--- src/verilog/bcd_disp_pkg.sv ---
`default_nettype none
package bcd_disp_pkg;

   localparam int unsigned BIT_COUNT = 12;
   localparam int unsigned DIGITS = 4;
   localparam int unsigned DIGIT_W = 4;
   localparam int unsigned SEG_W = 7;
   localparam int unsigned FIFO_W = 1;
   localparam int unsigned FIFO_DEPTH = 4;

   localparam logic [3:0] ADJ_LIMIT = 4'h5;
   localparam logic [3:0] ADJ_ADD = 4'h3;
   localparam logic [3:0] REQ_RST = 4'h0;
   localparam logic [3:0] REQ_ONE = 4'h1;
   localparam logic [3:0] REQ_LAST = 4'hC;
   localparam logic [3:0] BCD_MAX = 4'h9;
   localparam logic [15:0] DIGITS_RST = 16'h0000;
   localparam logic [6:0] SEG_BLANK = 7'h00;

   ////////////////////////////////////////////////////////////////
   // control counter codes
   typedef enum logic [3:0] {
      ST_DISPLAY = 4'b1101,
      ST_CLEAR = 4'b0111,
      ST_B01 = 4'b0011,
      ST_B02 = 4'b0001,
      ST_B03 = 4'b0000,
      ST_B04 = 4'b1000,
      ST_B05 = 4'b0100,
      ST_B06 = 4'b1010,
      ST_B07 = 4'b0101,
      ST_B08 = 4'b0010,
      ST_B09 = 4'b1001,
      ST_B10 = 4'b1100,
      ST_B11 = 4'b0110,
      ST_B12 = 4'b1011
   } ctl_t;

   localparam ctl_t CTL_RST = ST_DISPLAY;

   ////////////////////////////////////////////////////////////////
   // display carrier, segments gfedcba, active high
   typedef struct packed {
      logic en;
      logic [DIGITS-1:0][SEG_W-1:0] seg;
   } disp_t;

   localparam disp_t DISP_RST = '{en: 1'b1, seg: {DIGITS{7'h3F}}};

   localparam logic [9:0][6:0] SEG_TABLE = {
      7'h6F, 7'h7F, 7'h07, 7'h7D, 7'h6D,
      7'h66, 7'h4F, 7'h5B, 7'h06, 7'h3F
   };

endpackage
`default_nettype wire

--- src/verilog/digit_adjust.sv ---
`timescale 1ns/1ps
`default_nettype none

module digit_adjust #(
   parameter bit ADJUST = 1'b1
) (
   input wire logic [3:0] digit_i,
   output logic [3:0] digit_o
);

   // add three to a digit of five or more, last digit untouched
   always_comb begin
      if (ADJUST && (digit_i >= bcd_disp_pkg::ADJ_LIMIT)) begin
         digit_o = digit_i + bcd_disp_pkg::ADJ_ADD;
      end else begin
         digit_o = digit_i;
      end
   end

endmodule

`default_nettype wire

--- src/verilog/bit_fifo.sv ---
`timescale 1ns/1ps
`default_nettype none

module bit_fifo #(
   parameter int unsigned WIDTH = 1,
   parameter int unsigned DEPTH = 4
) (
   input wire logic ref_clk_i,
   input wire logic sys_rst_i,
   input wire logic clk_en_i,
   input wire logic in_valid_i,
   output logic in_ready_o,
   input wire logic [WIDTH-1:0] in_data_i,
   output logic out_valid_o,
   input wire logic out_ready_i,
   output logic [WIDTH-1:0] out_data_o
);

   localparam int unsigned AW = $clog2(DEPTH);

   typedef struct packed {
      logic [DEPTH-1:0][WIDTH-1:0] mem;
      logic [AW-1:0] wp;
      logic [AW-1:0] rp;
      logic [AW:0] cnt;
   } fifo_state_t;

   fifo_state_t st_r;
   fifo_state_t st_nxt;
   logic push;
   logic pop;

   assign in_ready_o = (st_r.cnt != (AW+1)'(DEPTH));
   assign out_valid_o = (st_r.cnt != '0);
   assign out_data_o = st_r.mem[st_r.rp];
   assign push = clk_en_i && in_valid_i && in_ready_o;
   assign pop = clk_en_i && out_valid_o && out_ready_i;

   always_comb begin
      st_nxt = st_r;
      if (push) begin
         st_nxt.mem[st_r.wp] = in_data_i;
         st_nxt.wp = (st_r.wp == AW'(DEPTH - 1)) ? '0 : st_r.wp + 1'b1;
      end
      if (pop) begin
         st_nxt.rp = (st_r.rp == AW'(DEPTH - 1)) ? '0 : st_r.rp + 1'b1;
      end
      if (push && !pop) begin
         st_nxt.cnt = st_r.cnt + 1'b1;
      end else if (pop && !push) begin
         st_nxt.cnt = st_r.cnt - 1'b1;
      end
   end

   always_ff @(posedge ref_clk_i or posedge sys_rst_i) begin
      if (sys_rst_i) begin
         st_r <= '0;
      end else begin
         st_r <= st_nxt;
      end
   end

endmodule

`default_nettype wire

--- src/verilog/serial_binary_to_bcd_display.sv ---
// Behaviour
// - start in display state enters clear state
// - segment outputs enabled only in display state
// - clear state zeroes all four digit registers
// - gate source and converter for twelve bits
// - after twelfth bit return to display state
// - display held until start goes high again
// - digits except last flagged at five or more
// - flagged digit adds three, then shifts
// - result is four parallel 8421 BCD digits
// - one seven-segment decoder per digit, four total
`timescale 1ns/1ps
`default_nettype none

module serial_binary_to_bcd_display #(
   parameter int unsigned FIFO_DEPTH = bcd_disp_pkg::FIFO_DEPTH
) (
   input wire logic ref_clk_i,
   input wire logic sys_rst_i,
   input wire logic clk_en_i,
   input wire logic start_i,
   input wire logic src_valid_i,
   input wire logic src_bit_i,
   output logic src_ready_o,
   output logic busy_o,
   output logic done_o,
   output logic [3:0] ctl_o,
   output logic [15:0] bcd_o,
   output bcd_disp_pkg::disp_t disp_o
);

   ////////////////////////////////////////////////////////////////
   // state

   typedef struct packed {
      bcd_disp_pkg::ctl_t ctl;
      logic [15:0] digits;
      logic [3:0] req_cnt;
      logic done;
      bcd_disp_pkg::disp_t disp;
   } top_state_t;

   top_state_t st_r;
   top_state_t st_nxt;

   logic fifo_out_valid;
   logic fifo_out_ready;
   logic fifo_out_bit;
   logic fifo_in_ready;
   logic shifting;
   logic take_bit;
   logic [15:0] adj_digits;
   logic [15:0] shifted;

   ////////////////////////////////////////////////////////////////
   // seven-segment decode, blank above nine

   function automatic logic [6:0] seg_decode(input logic [3:0] d);
      logic [6:0] s;
      case (d)
         4'h0: s = 7'h3F;
         4'h1: s = 7'h06;
         4'h2: s = 7'h5B;
         4'h3: s = 7'h4F;
         4'h4: s = 7'h66;
         4'h5: s = 7'h6D;
         4'h6: s = 7'h7D;
         4'h7: s = 7'h07;
         4'h8: s = 7'h7F;
         4'h9: s = 7'h6F;
         default: s = bcd_disp_pkg::SEG_BLANK;
      endcase
      return s;
   endfunction

   ////////////////////////////////////////////////////////////////
   // incoming bit buffer

   bit_fifo #(
      .WIDTH(bcd_disp_pkg::FIFO_W),
      .DEPTH(FIFO_DEPTH)
   ) u_bit_fifo (
      .ref_clk_i(ref_clk_i),
      .sys_rst_i(sys_rst_i),
      .clk_en_i(clk_en_i),
      .in_valid_i(src_valid_i && src_ready_o),
      .in_ready_o(fifo_in_ready),
      .in_data_i(src_bit_i),
      .out_valid_o(fifo_out_valid),
      .out_ready_i(fifo_out_ready),
      .out_data_o(fifo_out_bit)
   );

   ////////////////////////////////////////////////////////////////
   // add-three cells

   genvar gi;
   generate
      for (gi = 0; gi < bcd_disp_pkg::DIGITS; gi++) begin : g_adj
         digit_adjust #(
            .ADJUST(gi != bcd_disp_pkg::DIGITS - 1)
         ) u_adj (
            .digit_i(st_r.digits[gi*4 +: 4]),
            .digit_o(adj_digits[gi*4 +: 4])
         );
      end
   endgenerate

   // corrected digits shift one place, new bit enters at bottom
   assign shifted = {adj_digits[14:0], fifo_out_bit};

   assign shifting = (st_r.ctl != bcd_disp_pkg::ST_DISPLAY) &&
                     (st_r.ctl != bcd_disp_pkg::ST_CLEAR);
   assign take_bit = clk_en_i && shifting && fifo_out_valid;
   assign fifo_out_ready = shifting;

   // source gated until twelve bits handed over
   assign src_ready_o = clk_en_i && shifting && fifo_in_ready &&
                        (st_r.req_cnt != bcd_disp_pkg::REQ_LAST);

   ////////////////////////////////////////////////////////////////
   // next state

   always_comb begin
      st_nxt = st_r;
      st_nxt.done = 1'b0;
      if (clk_en_i) begin
         unique case (st_r.ctl)
            bcd_disp_pkg::ST_DISPLAY: begin
               if (start_i) begin
                  st_nxt.ctl = bcd_disp_pkg::ST_CLEAR;
               end
            end
            bcd_disp_pkg::ST_CLEAR: begin
               st_nxt.digits = bcd_disp_pkg::DIGITS_RST;
               st_nxt.req_cnt = bcd_disp_pkg::REQ_RST;
               st_nxt.ctl = bcd_disp_pkg::ST_B01;
            end
            bcd_disp_pkg::ST_B01: begin
               if (take_bit) begin
                  st_nxt.ctl = bcd_disp_pkg::ST_B02;
               end
            end
            bcd_disp_pkg::ST_B02: begin
               if (take_bit) begin
                  st_nxt.ctl = bcd_disp_pkg::ST_B03;
               end
            end
            bcd_disp_pkg::ST_B03: begin
               if (take_bit) begin
                  st_nxt.ctl = bcd_disp_pkg::ST_B04;
               end
            end
            bcd_disp_pkg::ST_B04: begin
               if (take_bit) begin
                  st_nxt.ctl = bcd_disp_pkg::ST_B05;
               end
            end
            bcd_disp_pkg::ST_B05: begin
               if (take_bit) begin
                  st_nxt.ctl = bcd_disp_pkg::ST_B06;
               end
            end
            bcd_disp_pkg::ST_B06: begin
               if (take_bit) begin
                  st_nxt.ctl = bcd_disp_pkg::ST_B07;
               end
            end
            bcd_disp_pkg::ST_B07: begin
               if (take_bit) begin
                  st_nxt.ctl = bcd_disp_pkg::ST_B08;
               end
            end
            bcd_disp_pkg::ST_B08: begin
               if (take_bit) begin
                  st_nxt.ctl = bcd_disp_pkg::ST_B09;
               end
            end
            bcd_disp_pkg::ST_B09: begin
               if (take_bit) begin
                  st_nxt.ctl = bcd_disp_pkg::ST_B10;
               end
            end
            bcd_disp_pkg::ST_B10: begin
               if (take_bit) begin
                  st_nxt.ctl = bcd_disp_pkg::ST_B11;
               end
            end
            bcd_disp_pkg::ST_B11: begin
               if (take_bit) begin
                  st_nxt.ctl = bcd_disp_pkg::ST_B12;
               end
            end
            bcd_disp_pkg::ST_B12: begin
               if (take_bit) begin
                  st_nxt.ctl = bcd_disp_pkg::ST_DISPLAY;
                  st_nxt.done = 1'b1;
               end
            end
            default: begin
               st_nxt.ctl = bcd_disp_pkg::ST_DISPLAY;
            end
         endcase
         // one shift per bit taken from the buffer
         if (take_bit) begin
            st_nxt.digits = shifted;
         end
         if (src_ready_o && src_valid_i) begin
            st_nxt.req_cnt = st_r.req_cnt + bcd_disp_pkg::REQ_ONE;
         end
         // decoders follow the next counter state
         st_nxt.disp.en = (st_nxt.ctl == bcd_disp_pkg::ST_DISPLAY);
         for (int i = 0; i < bcd_disp_pkg::DIGITS; i++) begin
            if (st_nxt.disp.en) begin
               st_nxt.disp.seg[i] = seg_decode(st_nxt.digits[i*4 +: 4]);
            end else begin
               st_nxt.disp.seg[i] = bcd_disp_pkg::SEG_BLANK;
            end
         end
      end else begin
         st_nxt.done = st_r.done;
      end
   end

   ////////////////////////////////////////////////////////////////
   // registers

   always_ff @(posedge ref_clk_i or posedge sys_rst_i) begin
      if (sys_rst_i) begin
         st_r.ctl <= bcd_disp_pkg::CTL_RST;
         st_r.digits <= bcd_disp_pkg::DIGITS_RST;
         st_r.req_cnt <= bcd_disp_pkg::REQ_RST;
         st_r.done <= 1'b0;
         st_r.disp <= bcd_disp_pkg::DISP_RST;
      end else begin
         st_r <= st_nxt;
      end
   end

   ////////////////////////////////////////////////////////////////
   // outputs

   assign busy_o = (st_r.ctl != bcd_disp_pkg::ST_DISPLAY);
   assign done_o = st_r.done;
   assign ctl_o = st_r.ctl;
   assign bcd_o = st_r.digits;
   assign disp_o = st_r.disp;

endmodule

`default_nettype wire

--- config.mk ---
export PLATFORM = sky130hd
export DESIGN_NAME = serial_binary_to_bcd_display
export DESIGN_NICKNAME = d
export VERILOG_FILES = /design/src/verilog/bcd_disp_pkg.sv /design/src/verilog/digit_adjust.sv /design/src/verilog/bit_fifo.sv /design/src/verilog/serial_binary_to_bcd_display.sv
export SDC_FILE = /design/constraint.sdc
export NUM_CORES = 1
export LEC_CHECK = 0
export BUFFER_PORTS_ARGS = -buffer_cell sky130_fd_sc_hd__buf_2
export CELL_PAD_IN_SITES_DETAIL_PLACEMENT = 1
export CELL_PAD_IN_SITES_GLOBAL_PLACEMENT = 1
export CORE_ASPECT_RATIO = 0.5
export CORE_MARGIN = 5
export CORE_UTILIZATION = 38
export DETAILED_ROUTE_END_ITERATION = 12
export PLACE_DENSITY_LB_ADDON = 0.15
export SLEW_MARGIN = 20
export SYNTH_ARGS = -nofsm -noshare
export SYNTH_HDL_FRONTEND = slang
export SYNTH_SLANG_ARGS = --single-unit
--- constraint.sdc ---
create_clock -name ref_clk_i -period 3.2 [get_ports ref_clk_i]
set_clock_uncertainty 0.15 [all_clocks]
set_input_delay 0.16 -clock ref_clk_i [delete_from_list [all_inputs] [get_ports ref_clk_i]]
set_output_delay 0.16 -clock ref_clk_i [all_outputs]
set_load 0.02 [all_outputs]
* After elaboration in Yosys (flattened, before gate mapping)
Memory sizes are Yosys's and may differ from the RTL's.
Index checks and enable logic that the tools add are counted.
** Operators by class
- Add/sub/neg operators :: 8
- Order comparisons :: 6
- Eq/ne operators :: 20
- Mux-type cells :: 37
- Reductions and logical operators :: 20
** Operator list (number)
- $mux 4 :: 18
- $pmux 4 s14 :: 1
- $mux 16 :: 2
- $eq 4x4->1 const B :: 7
- $mux 7 :: 4
- $mux 20 :: 1
- $eq 4x3->1 const B :: 4
- $logic_and 1x1->1 :: 13
- $add 4x2->4 const B :: 3
- $ge 4x3->1 const B :: 3
- $eq 4x2->1 const B :: 2
- $ne 4x4->1 const B :: 2
- $lt 2x3->1 const B :: 2
- $mux 3 :: 2
- $add 2x1->2 const B :: 2
- $add 4x1->4 const B :: 1
- $bwmux 4 :: 1
- $eq 2x2->1 const B :: 2
- $eq 4x1->1 const B :: 1
- $logic_not 4->1 :: 1
- $mux 1 :: 4
- $mux 2 :: 2
- $ne 4x3->1 const B :: 1
- $reduce_bool 2->1 :: 2
- other kinds (9) :: 10
** Storage, ports and cells
- Bits in registers :: 65
- Memory bits (read-only) :: 448
- Input port bits :: 6
- Output and inout bits :: 52
- Word-level logic and storage cells :: 111
- Memories :: 4
** Memory list
- (no name shown) :: words 16, width 7, rd ports 1, clocked after memory_dff 0, wr ports 0, RTL line serial_binary_to_bcd_display.sv:60 : case (d)
- (no name shown) :: words 16, width 7, rd ports 1, clocked after memory_dff 0, wr ports 0, RTL line serial_binary_to_bcd_display.sv:60
- (no name shown) :: words 16, width 7, rd ports 1, clocked after memory_dff 0, wr ports 0, RTL line serial_binary_to_bcd_display.sv:60
- (no name shown) :: words 16, width 7, rd ports 1, clocked after memory_dff 0, wr ports 0, RTL line serial_binary_to_bcd_display.sv:60

* Depth between registers and ports, before layout
Gate-level depths: netlist of the first run.
- Depth after elaboration :: 12
- Depth in mapped cells :: 15
- Gate-level depth less buffers :: 12

* By module
From an unflattened synthesis of the first run, not the netlist that was laid out.
** Unflattened totals
- Cells, all modules :: 553
- Area total of the unflattened synthesis :: 4937.2 µm²
** By module, submodules not included
- serial_binary_to_bcd_display :: instances 1, cells each 453, area each 3975.1 µm², sequential area each 1386.3 µm²
- bit_fifo :: instances 1, cells each 48, area each 628.1 µm², sequential area each 275.3 µm²
- digit_adjust (g_adj[0].u_adj ...) :: instances 3, cells each 16, area each 101.3 µm², sequential area each 0.0 µm²
- digit_adjust (g_adj[3].u_adj) :: instances 1, cells each 4, area each 30.0 µm², sequential area each 0.0 µm²

* Worst setup path after synthesis of the first run
No wires, ideal clock.
- Path kind :: reg-to-reg
- From :: register st_r[30] in the netlist's numbering
- To :: register u_bit_fifo.st_r[2] in the netlist's numbering
- Setup time :: 0.079 ns
- Data arrival time :: 3.020 ns
- Data required time :: 2.971 ns
- Slack :: -0.050 ns
- Cell stages (with the launch flop) :: 13
- Path buffers :: 0
- Clock period less this slack :: 3.250 ns
- Cells stage by stage :: dfrtp_1 inv_1 ha_1 a32o_1 a211oi_1 nand3_1 clkinv_1 ha_1 inv_1 fa_1 xor2_1 nor2_1 xor2_1
** On the way
- Word-level cells in the longest chain between the ends :: 8
- Elaborated cells on any way between the ends :: 10
- Those cells by class :: eq/ne: 1; mux: 1; reduce/logical: 8
** RTL lines
- start, declared :: RTL line serial_binary_to_bcd_display.sv:43 : top_state_t st_r;
- start signal, assigned :: RTL line serial_binary_to_bcd_display.sv:236 : st_r <= st_nxt;
- $ne 4x4->1 (*) :: RTL line serial_binary_to_bcd_display.sv:119 : (st_r.req_cnt != bcd_disp_pkg::REQ_LAST);
- $logic_and 1x1->1 (*) :: RTL line serial_binary_to_bcd_display.sv:118 : assign src_ready_o = clk_en_i && shifting && fifo_in_ready &&
- net src_ready_o :: RTL line serial_binary_to_bcd_display.sv:24 : output logic src_ready_o,
- $logic_and 1x1->1 (*) :: RTL line serial_binary_to_bcd_display.sv:86 : .in_valid_i(src_valid_i && src_ready_o),
- $logic_and 1x1->1 (*) (2 in a row) :: RTL line bit_fifo.sv:36 : assign push = clk_en_i && in_valid_i && in_ready_o;
- net u_bit_fifo.push :: RTL line bit_fifo.sv:30 : logic push;
- $logic_not 1->1 :: RTL line bit_fifo.sv:50 : end else if (pop && !push) begin
- $logic_and 1x1->1 :: RTL line bit_fifo.sv:50
- $reduce_bool 2->1 (no source line)
- end signal, assigned :: RTL line bit_fifo.sv:59 : st_r <= st_nxt;
- end, declared :: RTL line bit_fifo.sv:28 : fifo_state_t st_r;
The timed path passes the listed nets; every way through them passes the cells marked *.
A chain may end at the register's enable or synchronous reset.

* Final worst setup path of the first run
- From :: register st_r, in the netlist ctl_o[3]
- To :: register st_r, in the netlist disp_o[12]
** On the way
- Word-level cells in the longest chain between the ends :: 9
- Elaborated cells on any way between the ends :: 40
- Those cells by class :: eq/ne: 16; mux: 19; reduce/logical: 4; memory: 1
** RTL lines
- $ne 4x4->1 or $ne 4x3->1 (tied branches) :: RTL line serial_binary_to_bcd_display.sv:112, serial_binary_to_bcd_display.sv:113
- $logic_and 1x1->1 :: RTL line serial_binary_to_bcd_display.sv:112 : assign shifting = (st_r.ctl != bcd_disp_pkg::ST_DISPLAY) &&
- $logic_and 1x1->1 (2 in a row) :: RTL line serial_binary_to_bcd_display.sv:114 : assign take_bit = clk_en_i && shifting && fifo_out_valid;
- $mux 4 (tied with other cells) :: RTL line serial_binary_to_bcd_display.sv:195 : if (take_bit) begin
- $pmux 4 s14 :: RTL line serial_binary_to_bcd_display.sv:128 : unique case (st_r.ctl)
- $mux 4 :: RTL line serial_binary_to_bcd_display.sv:127 : if (clk_en_i) begin
- $eq 4x4->1 :: RTL line serial_binary_to_bcd_display.sv:212 : st_nxt.disp.en = (st_nxt.ctl == bcd_disp_pkg::ST_DISPLAY);
- $mux 7 (*) :: RTL line serial_binary_to_bcd_display.sv:214 : if (st_nxt.disp.en) begin
Every way passes the cells marked *; elsewhere a longest branch is shown, timed or not. The select of a mux whose other input is x is not followed.

==> metrics.txt, run 1 <==
worst-path fanout max=12; Initial Util=0.395; Inserted Diodes=0; post-DR vias/cell=between 5 and 6; largest net degree at the start of global routing=36; Core ar.=~0.012 sq mm; outcome=finished clean; CP Capture Type=register; register area share after synthesis=0.351; Arr. time, crit path=around 3.0 ns; Hold Path Origin=src_valid_i; Total GRT Usage=0.165; Crit Path Class=reg -> reg; Die Wd=between 150 and 200 microns; worst-case reg-to-reg path depth=11; Clk pin slew, worst setup/hold paths=about 0.060 ns; syn_area_per_cell=about 9.4 sq um; fin crit share=0.909; asr flop ratio synth=1.00; EDFF count, synth=0; Hold Path End=st_r[30]$_DFFE_PP0P_; cell area after layout=about 0.0052 sq mm; Top FF cell, synth=dfrtp_1; placed cell area=around 0.005 sq mm; final wirelength=around 12 mm; dpl hpwl=8.47 mm; gpl congestion=around 0.78; R2R Path End=disp_o[12]$_DFFE_PP1P_; Hold WC Path Type=in -> reg; total power=~6.7 mW; share of post-route cells with drive strength above 1=0.284; Power Density=between 1000 and 1500 mW/mm^2; most common cell after layout, fill and taps aside=buf_2; Syn Inst Count=506; Net count, final=between 500 and 600; final hold viol count=0; initial antenna violation count=0; YS warnings=0; RSZ-0062 raised after global routing=no; Worst Hold Path Cells=3; Setup-failing EPs final=0; Yosys top cell by area=dfrtp_1; TritonCTS Buffers=9; CP max stage cell=dfstp_2; leading post-synthesis cells by cell area=dfrtp_1 (20%), dfstp_2 (16%), ha_1 (9.3%), buf_4 (8.1%), o2bb2ai_1 (3.7%); relative slew slack=0.483; CTS tree=done; clk_lat worst skew=roughly 0.33 ns; Remaining Overflow, GRT=0; via count=3616; final core utilization=0.433; Post-Syn Area=between 0.004 and 0.005 sq mm; CTS Sinks=65; H-tree depth=3; CP startpoint kind=register; I/O pins=just under 60; post-CTS setup buffers=0; height of the die=around 89 microns; Synth top area share=0.196; crit-path cells=xor2_2 > a21oi_4 > inv_2 > buf_4 > a211oi_1 > nor2_1 > inv_1 > ha_1 > a21boi_0 > o21a_1 > o2bb2ai_1; CTS root buffer=clkbuf_16; Detail Route Antenna Nets=0; wire per inst=16.8 microns; Lkg Pwr=approximately 2.4 nW; initial detailed-routing violation count=137; PortBufs=57; Max stage delay on crit path=roughly 0.66 ns; syn_nets=about 550; Area Growth Syn to Fin=9.76%; Die ar.=between 0.01 and 0.015 sq mm; fin crit period=a little under 3 ns; worst reg2reg startpoint=ctl_o[3]$_DFFE_PP1P_; highest clock rate=about 0.34 GHz; max-slew violations=0; vias in the first global route=approximately 3800; max cap viols=0; DRC=0; Worst EP required=between 3 and 4 ns; Row Count=28; Synth Register Bits=between 60 and 70; R2R Setup Slk=0.29 ns; first-pass GRT wire length=just under 20 mm; distinct cell type count after synthesis=67; Setup TNS Final=0 ns; most frequent cells in the layout=buf_2 (57), nor2_1 (40), nand2_1 (37), dfrtp_1 (37), ha_1 (35); CTS Buffer Depth=2; Worst VDD drop=approximately 0.34 mV; worst slew pin tran=~0.77 ns; first-pass iteration count of the detailed router=4
[metal layers]
metal  up-vias  global-route usage  routed length [microns]
li1       1754                   -                        -
met1      1810               0.231                     6130
met2        44               0.264                     4980
met3         8              0.0411                      369
met4         0              0.0331                       74
met5         -                   0                        0
[cell usage after synthesis (3+ instances only)]
cell / count
a211oi_1: 6
a21o_1: 6
a21oi_1: 25
a221o_1: 4
a221oi_2: 3
a22o_1: 3
a32o_1: 5
and2_1: 4
and3_1: 9
buf_2: 5
buf_4: 51
clkbuf_1: 18
dfrtp_1: 37
dfstp_2: 28
ha_1: 35
inv_1: 27
mux2_2: 7
mux2i_1: 10
nand2_1: 37
nand2b_1: 4
nand3_1: 19
nor2_1: 40
nor2b_1: 4
nor3_1: 15
nor4_1: 3
o21a_1: 7
o21ai_0: 17
o21ai_1: 5
o2bb2ai_1: 20
or3_1: 3
xor2_1: 3
[through the flow]
step                hold WS, ns  cells  setup WS (ns)
floorplan                 0.160    506          0.220
global placement          0.200    668          0.376
detailed placement        0.200    668          0.304
CTS                       0.206    686          0.292
global route              0.246    686         0.0487
finish                    0.200    686          0.292
[worst max-delay path by stage]
stage	startpoint	end	slack, ns	depth (start not counted)
floorplan	st_r[30]$_DFFE_PP0P_	u_bit_fifo.st_r[2]$_DFFE_PP0P_	0.22	12
global placement	ctl_o[3]$_DFFE_PP1P_	disp_o[12]$_DFFE_PP1P_	0.38	11
finish	ctl_o[3]$_DFFE_PP1P_	disp_o[12]$_DFFE_PP1P_	0.29	11
detailed placement	ctl_o[3]$_DFFE_PP1P_	disp_o[20]$_DFFE_PP0P_	0.30	11
CTS	ctl_o[3]$_DFFE_PP1P_	disp_o[19]$_DFFE_PP1P_	0.29	11
global route	ctl_o[3]$_DFFE_PP1P_	disp_o[20]$_DFFE_PP0P_	0.05	11
[critical path: cells and delay by family, from the launching register on]
| family | cells | cell delay, ns |
|---|---|---|
| AOI/OAI and AO/OA | 5 | 0.63 |
| DFF | 1 | 0.66 |
| buffers and inverters | 3 | 0.52 |
| and+or+nand+nor | 1 | 0.31 |
| adders and majority gates | 1 | 0.20 |
| xor gates and xnor gates | 1 | 0.35 |
[sequential cells by signal, summed over array words and instances, names as in the netlist]
name,cells
done_o,1
disp_o,29
ctl_o,4
st_r,4
u_bit_fifo.st_r,11
bcd_o,16
[kinds of logic after synthesis]
family                     synth area share
AOI/OAI and AO/OA                     0.197
xor gates and xnor gates             0.0127
adders and majority gates            0.0968
buffers and inverters                 0.132
DFF                                   0.351
muxes                                0.0563
and+or+nand+nor                       0.154
[report_power, final]
| part | total (mW) | internal [mW] | switching, mW |
|---|---|---|---|
| Combinational | 3.94 | 1.57 | 2.37 |
| Clock | 1.03 | 0.667 | 0.367 |
| Sequential | 1.74 | 1.28 | 0.463 |
| Total | 6.72 | 3.51 | 3.20 |
[layout make-up]
cell class | instances | area [sq um]
well taps | 165 | 206
clock buffers | 14 | 274
multi-input cells | 335 | 2450
fillers | 1385 | 6790
repair buffers | 76 | 458
flip-flops and latches | 65 | 1660
clock inverters | 2 | 35.0
inverters | 29 | 109
[timing repair]
action                    in CTS  in global routing
hold buffers                   2                  0
gates resized for setup        0                  0
hold endpoints to repair      14                  0
Note: power is estimated with default switching activity, not from simulation.
==> run 2, diff against run 1 <==
Settings changed: RECOVER_POWER from default to 50.
==> run 2 against run 1 <==
  * Cell area shrank 1.3%
  * Wire length increased by 0.36%
  * First-iteration DRC count fell by 20%
  * Worst setup slack got worse by 0.0039 ns
  * Highest routed layer unchanged
  * Sequential share of layout area grew 0.42 points
  * Critical path depth stayed put
  * Critical path type unchanged
  * Final cell count did not move
  * Die area is the same
  * Non-clock buffer count is the same
  * Count of clock-buffer cells in the layout unchanged
  * Sequential cell count did not move
  * Worst hold slack is essentially flat
==> metrics.txt, run 2 (synthesized netlist as in run 1, its figures left out) <==
Remaining Overflow, GRT=0; fin crit period=roughly 2.9 ns; Arr. time, crit path=between 3 and 4 ns; share of post-route cells with drive strength above 1=0.202; H-tree depth=3; first-pass iteration count of the detailed router=4; Crit Path Class=reg -> reg; worst-path fanout max=12; most common cell after layout, fill and taps aside=clkbuf_1; Inserted Diodes=0; final hold viol count=0; Setup-failing EPs final=0; CTS root buffer=clkbuf_16; worst reg2reg startpoint=ctl_o[3]$_DFFE_PP1P_; # fillers=around 1400; PortBufs=57; TritonCTS Buffers=9; highest clock rate=roughly 0.34 GHz; Hold Path End=st_r[30]$_DFFE_PP0P_; Register Area=around 0.0017 sq mm; RSZ-0062 raised after global routing=no; post-DR vias/cell=around 5.3; via count=around 3600; DRC=0; I/O pins=between 50 and 60; Net count, final=558; vias in the first global route=about 3800; Detail Route Antenna Nets=0; Initial Util=0.395; dpl hpwl=roughly 8.5 mm; Hold WC Path Type=in -> reg; Total GRT Usage=0.165; relative slew slack=0.113; clk_lat worst skew=around 0.33 ns; Worst EP required=around 3.3 ns; CTS tree=done; Row Count=28; R2R Path End=disp_o[12]$_DFFE_PP1P_; Area Growth Syn to Fin=8.33%; wire per inst=16.9 microns; Setup TNS Final=0 ns; gpl congestion=approximately 0.78; CTS Buffer Depth=2; Clk pin slew, worst setup/hold paths=around 0.060 ns; CP startpoint kind=register; largest net degree at the start of global routing=36; Worst Hold Path Cells=3; max-slew violations=0; post-CTS setup buffers=0; first-pass GRT wire length=slightly below 20 mm; most frequent cells in the layout=clkbuf_1 (44), nor2_1 (40), nand2_1 (37), dfrtp_1 (37), ha_1 (35); Core ar.=0.0120 sq mm; Hold Path Origin=src_valid_i; R2R Setup Slk=0.29 ns; fin crit share=0.910; Largest register FFs=29; final wirelength=11.6 mm; height of the die=88.9 microns; CP Capture Type=register; Die Wd=approximately 170 microns; worst slew pin tran=around 1.3 ns; initial detailed-routing violation count=~110; worst-case reg-to-reg path depth=11; area of the multi-input gates=roughly 0.0024 sq mm; Die ar.=approximately 0.015 sq mm; max cap viols=0; outcome=finished clean; CTS Sinks=between 60 and 70; initial antenna violation count=0
==> run 2: cell type report <==
type / count / area share
Clock inverter: 2 / 0.00683
Sequential cell: 65 / 0.324
Inverter: 29 / 0.0212
Clock buffer: 14 / 0.0535
Multi-Input combinational cell: 335 / 0.478
Timing Repair Buffer: 76 / 0.0762
Tap cell: 165 / 0.0403
==> run 2: worst max-delay path: stages, from the launching register on <==
cell	delay, ns
dfstp_2	0.66
xor2_2	0.36
a21oi_4	0.10
inv_2	0.22
buf_4	0.20
a211oi_1	0.07
nor2_1	0.31
inv_1	0.11
ha_1	0.20
a21boi_0	0.13
o21a_1	0.21
o2bb2ai_1	0.12
==> run 2: what timing repair did <==
| item | in CTS | in global routing |
|---|---|---|
| hold buffers | 2 | 0 |
| hold endpoints to repair | 14 | 0 |
| resized for setup | 0 | 0 |
==> run 2: how the worst max path moves through the flow <==
stage,startpoint,endpoint,slack (ns),depth (start not counted)
5_1_grt,ctl_o[3]$_DFFE_PP1P_,disp_o[20]$_DFFE_PP0P_,0.05,11
4_1_cts,ctl_o[3]$_DFFE_PP1P_,disp_o[19]$_DFFE_PP1P_,0.29,11
2_1_floorplan,st_r[30]$_DFFE_PP0P_,u_bit_fifo.st_r[2]$_DFFE_PP0P_,0.22,12
6_report,ctl_o[3]$_DFFE_PP1P_,disp_o[12]$_DFFE_PP1P_,0.29,11
3_3_place_gp,ctl_o[3]$_DFFE_PP1P_,disp_o[12]$_DFFE_PP1P_,0.38,11
3_5_place_dp,ctl_o[3]$_DFFE_PP1P_,disp_o[20]$_DFFE_PP0P_,0.30,11
==> run 2: routing by layer <==
metal  routed length (microns)  vias to the layer above  share of wire  GRT usage
li1                          -                     1754              -          -
met5                         0                        -              0          0
met4                        74                        0         0.0064     0.0331
met2                      4990                       51           0.43      0.264
met1                      6140                     1816           0.53      0.231
met3                       384                        8          0.033     0.0411
==> run 2: stage by stage <==
stage | hold WS (ns) | area, sq um | utilization | setup slack (ns) | cells
detailed placement | 0.200 | 4860 | 0.406 | 0.304 | 668
finish | 0.200 | 5130 | 0.428 | 0.288 | 686
global placement | 0.200 | 4860 | 0.406 | 0.376 | 668
global route | 0.246 | 5130 | 0.428 | 0.0487 | 686
floorplan | 0.160 | 4740 | - | 0.220 | 506
CTS | 0.206 | 5190 | 0.433 | 0.292 | 686
Power of run 2 is not shown: default switching activity piles up to over one toggle a cycle in this logic, so the estimate is an artifact.
==> run 3, diff against run 2 <==
Settings changed: CORE_MARGIN 5 to 2.
Clock period 3.2 ns to 3.5 ns, I/O delays scaled along.
==> run 3 against run 2 <==
  * The flow now finishes with violations (max-capacitance violations, max-slew violations)
  * Die area decreased by 10%
  * Sequential cell count unchanged
  * Final cell count decreased by 0.58%
  * Critical path depth decreased by 3
  * Worst setup slack improved by 0.020 ns
  * Fmax decreased by 8.8%
  * Worst hold slack got worse by 0.19 ns
  * Sequential share of layout area increased by 0.54 points
  * Critical endpoint is now disp_o[16]$_DFFE_PP1P_
  * Critical path type unchanged
  * Largest cell class unchanged
==> metrics.txt, run 3 (synthesized netlist as in run 1, its figures left out) <==
worst slew pin tran=around 1.7 ns; Initial Util=0.395; post-DR vias/cell=roughly 5.2; H-tree depth=3; Worst Setup SP=ctl_o[3]$_DFFE_PP1P_; Clk pin slew, worst setup/hold paths=approximately 0.050 ns; max-slew violations=66; RSZ-0062 raised after global routing=no; CTS Buffer Depth=2; fin crit share=0.912; Arr. time, crit path=3.29 ns; worst-case reg-to-reg path depth=8; Final Non-Filler Cells=between 600 and 700; CP max stage cell=dfstp_2; Die Wd=around 160 microns; Total GRT Usage=0.178; dpl hpwl=8.00 mm; fin crit period=3.19 ns; first-pass GRT wire length=between 15 and 20 mm; highest clock rate=about 0.31 GHz; dpl cells=between 600 and 700; CP Capture Type=register; # fillers=approximately 1400; R2R Setup Slk=between 0.3 and 0.4 ns; Net count, final=around 550; final worst slack=roughly 0.3 ns; final wirelength=between 10 and 15 mm; worst-path fanout max=30; Worst VDD drop=around 0.28 mV; final core utilization=0.421; Remaining Overflow, GRT=0; Area Growth Syn to Fin=6.56%; gpl congestion=0.809; failing checks=max-capacitance violations, max-slew violations; Inserted Diodes=0; worst reg2reg startpoint=ctl_o[3]$_DFFE_PP1P_; Core ar.=around 0.012 sq mm; CTS Sinks=65; share of post-route cells with drive strength above 1=0.180; PortBufs=between 50 and 60; Register Area=0.00166 sq mm; largest net degree at the start of global routing=66; Detail Route Antenna Nets=0; clk_lat worst skew=about 0.33 ns; most common cell after layout, fill and taps aside=clkbuf_1; Setup TNS Final=0 ns; Row Count=28; TritonCTS Buffers=9; crit-path cells=xor2_2 > a21oi_4 > inv_2 > buf_4 > nor4b_2 > a311oi_2 > o21ai_1 > o2bb2ai_1; Worst EP required=~3.6 ns; Hold WC Path Type=in -> reg; Largest register FFs=29; I/O pins=slightly below 60; Crit path max-delay family=compound AO/OA/AOI/OAI gates; height of the die=between 80 and 90 microns; Hold-fix buffers, CTS=2; Setup-failing EPs final=0; CTS tree=done; Die ar.=between 0.01 and 0.015 sq mm; max cap viols=1; wire per inst=~16 microns; pre-CTS setup slack=0.308 ns; first-pass iteration count of the detailed router=4; DRC=0; outcome=finished, violations left; initial detailed-routing violation count=approximately 160; end of the critical path=disp_o[16]$_DFFE_PP1P_; via count=around 3600; logic depth of the worst path, buffers included=8; post-CTS setup buffers=0; Max stage delay on crit path=0.66 ns; CP startpoint kind=register; final hold viol count=0; Power Density=around 1200 mW/mm^2; vias in the first global route=between 3000 and 4000; most frequent cells in the layout=clkbuf_1 (51), nor2_1 (40), nand2_1 (37), dfrtp_1 (37), ha_1 (35); critical path buffer and inverter count=2; area of the multi-input gates=about 0.0024 sq mm; initial antenna violation count=0; Lkg Pwr=around 2.2 nW; Crit Path Class=reg -> reg; relative slew slack=-0.112; PostCTS Resize Cnt=0; CTS root buffer=clkbuf_16; R2R Path End=disp_o[16]$_DFFE_PP1P_
run 3: worst min-delay path by stage:
stage                                     start                              end  slack [ns]  cells past startpoint
after detailed placement              src_bit_i  u_bit_fifo.st_r[10]$_DFFE_PP0P_        0.31                      2
after floorplan                       src_bit_i  u_bit_fifo.st_r[10]$_DFFE_PP0P_        0.18                      1
after global routing                   clk_en_i             ctl_o[3]$_DFFE_PP1P_        0.05                      3
final                                  clk_en_i             ctl_o[3]$_DFFE_PP1P_        0.01                      2
after global placement    disp_o[1]$_DFFE_PP1P_            disp_o[1]$_DFFE_PP1P_        0.32                      1
after CTS                              clk_en_i             ctl_o[3]$_DFFE_PP1P_        0.01                      3
run 3: per-layer routing:
metal  vias up  track usage  wire (microns)
met2        42        0.271            4740
li1       1746            -               -
met4         0       0.0314              74
met5         -            0               0
met1      1778        0.261            6100
met3         7       0.0400             321
run 3: power breakdown:
group | internal (mW) | switching (mW) | total (mW) | leakage [nW]
logic | 1.31 | 2.12 | 3.43 | 1.29
registers | 1.17 | 0.436 | 1.61 | 0.737
clock network | 0.539 | 0.322 | 0.862 | 0.137
total | 3.02 | 2.88 | 5.90 | 2.16
run 3: cell type report:
| type | count | share of cell area |
|---|---|---|
| Inverter | 29 | 0.0216 |
| Timing Repair Buffer | 72 | 0.0672 |
| Multi-Input combinational cell | 335 | 0.485 |
| Clock buffer | 16 | 0.0558 |
| Tap cell | 165 | 0.0409 |
| Sequential cell | 65 | 0.330 |
run 3: per-stage QoR:
stage / total power [mW] / hold slack [ns] / area, sq um
6_report: 5.90 / 0.0145 / 5040
2_1_floorplan: 4.53 / 0.175 / 4730
3_3_place_gp: 5.08 / 0.317 / 4800
3_5_place_dp: 5.11 / 0.315 / 4800
5_1_grt: 6.50 / 0.0484 / 5040
4_1_cts: 6.03 / 0.0136 / 5110
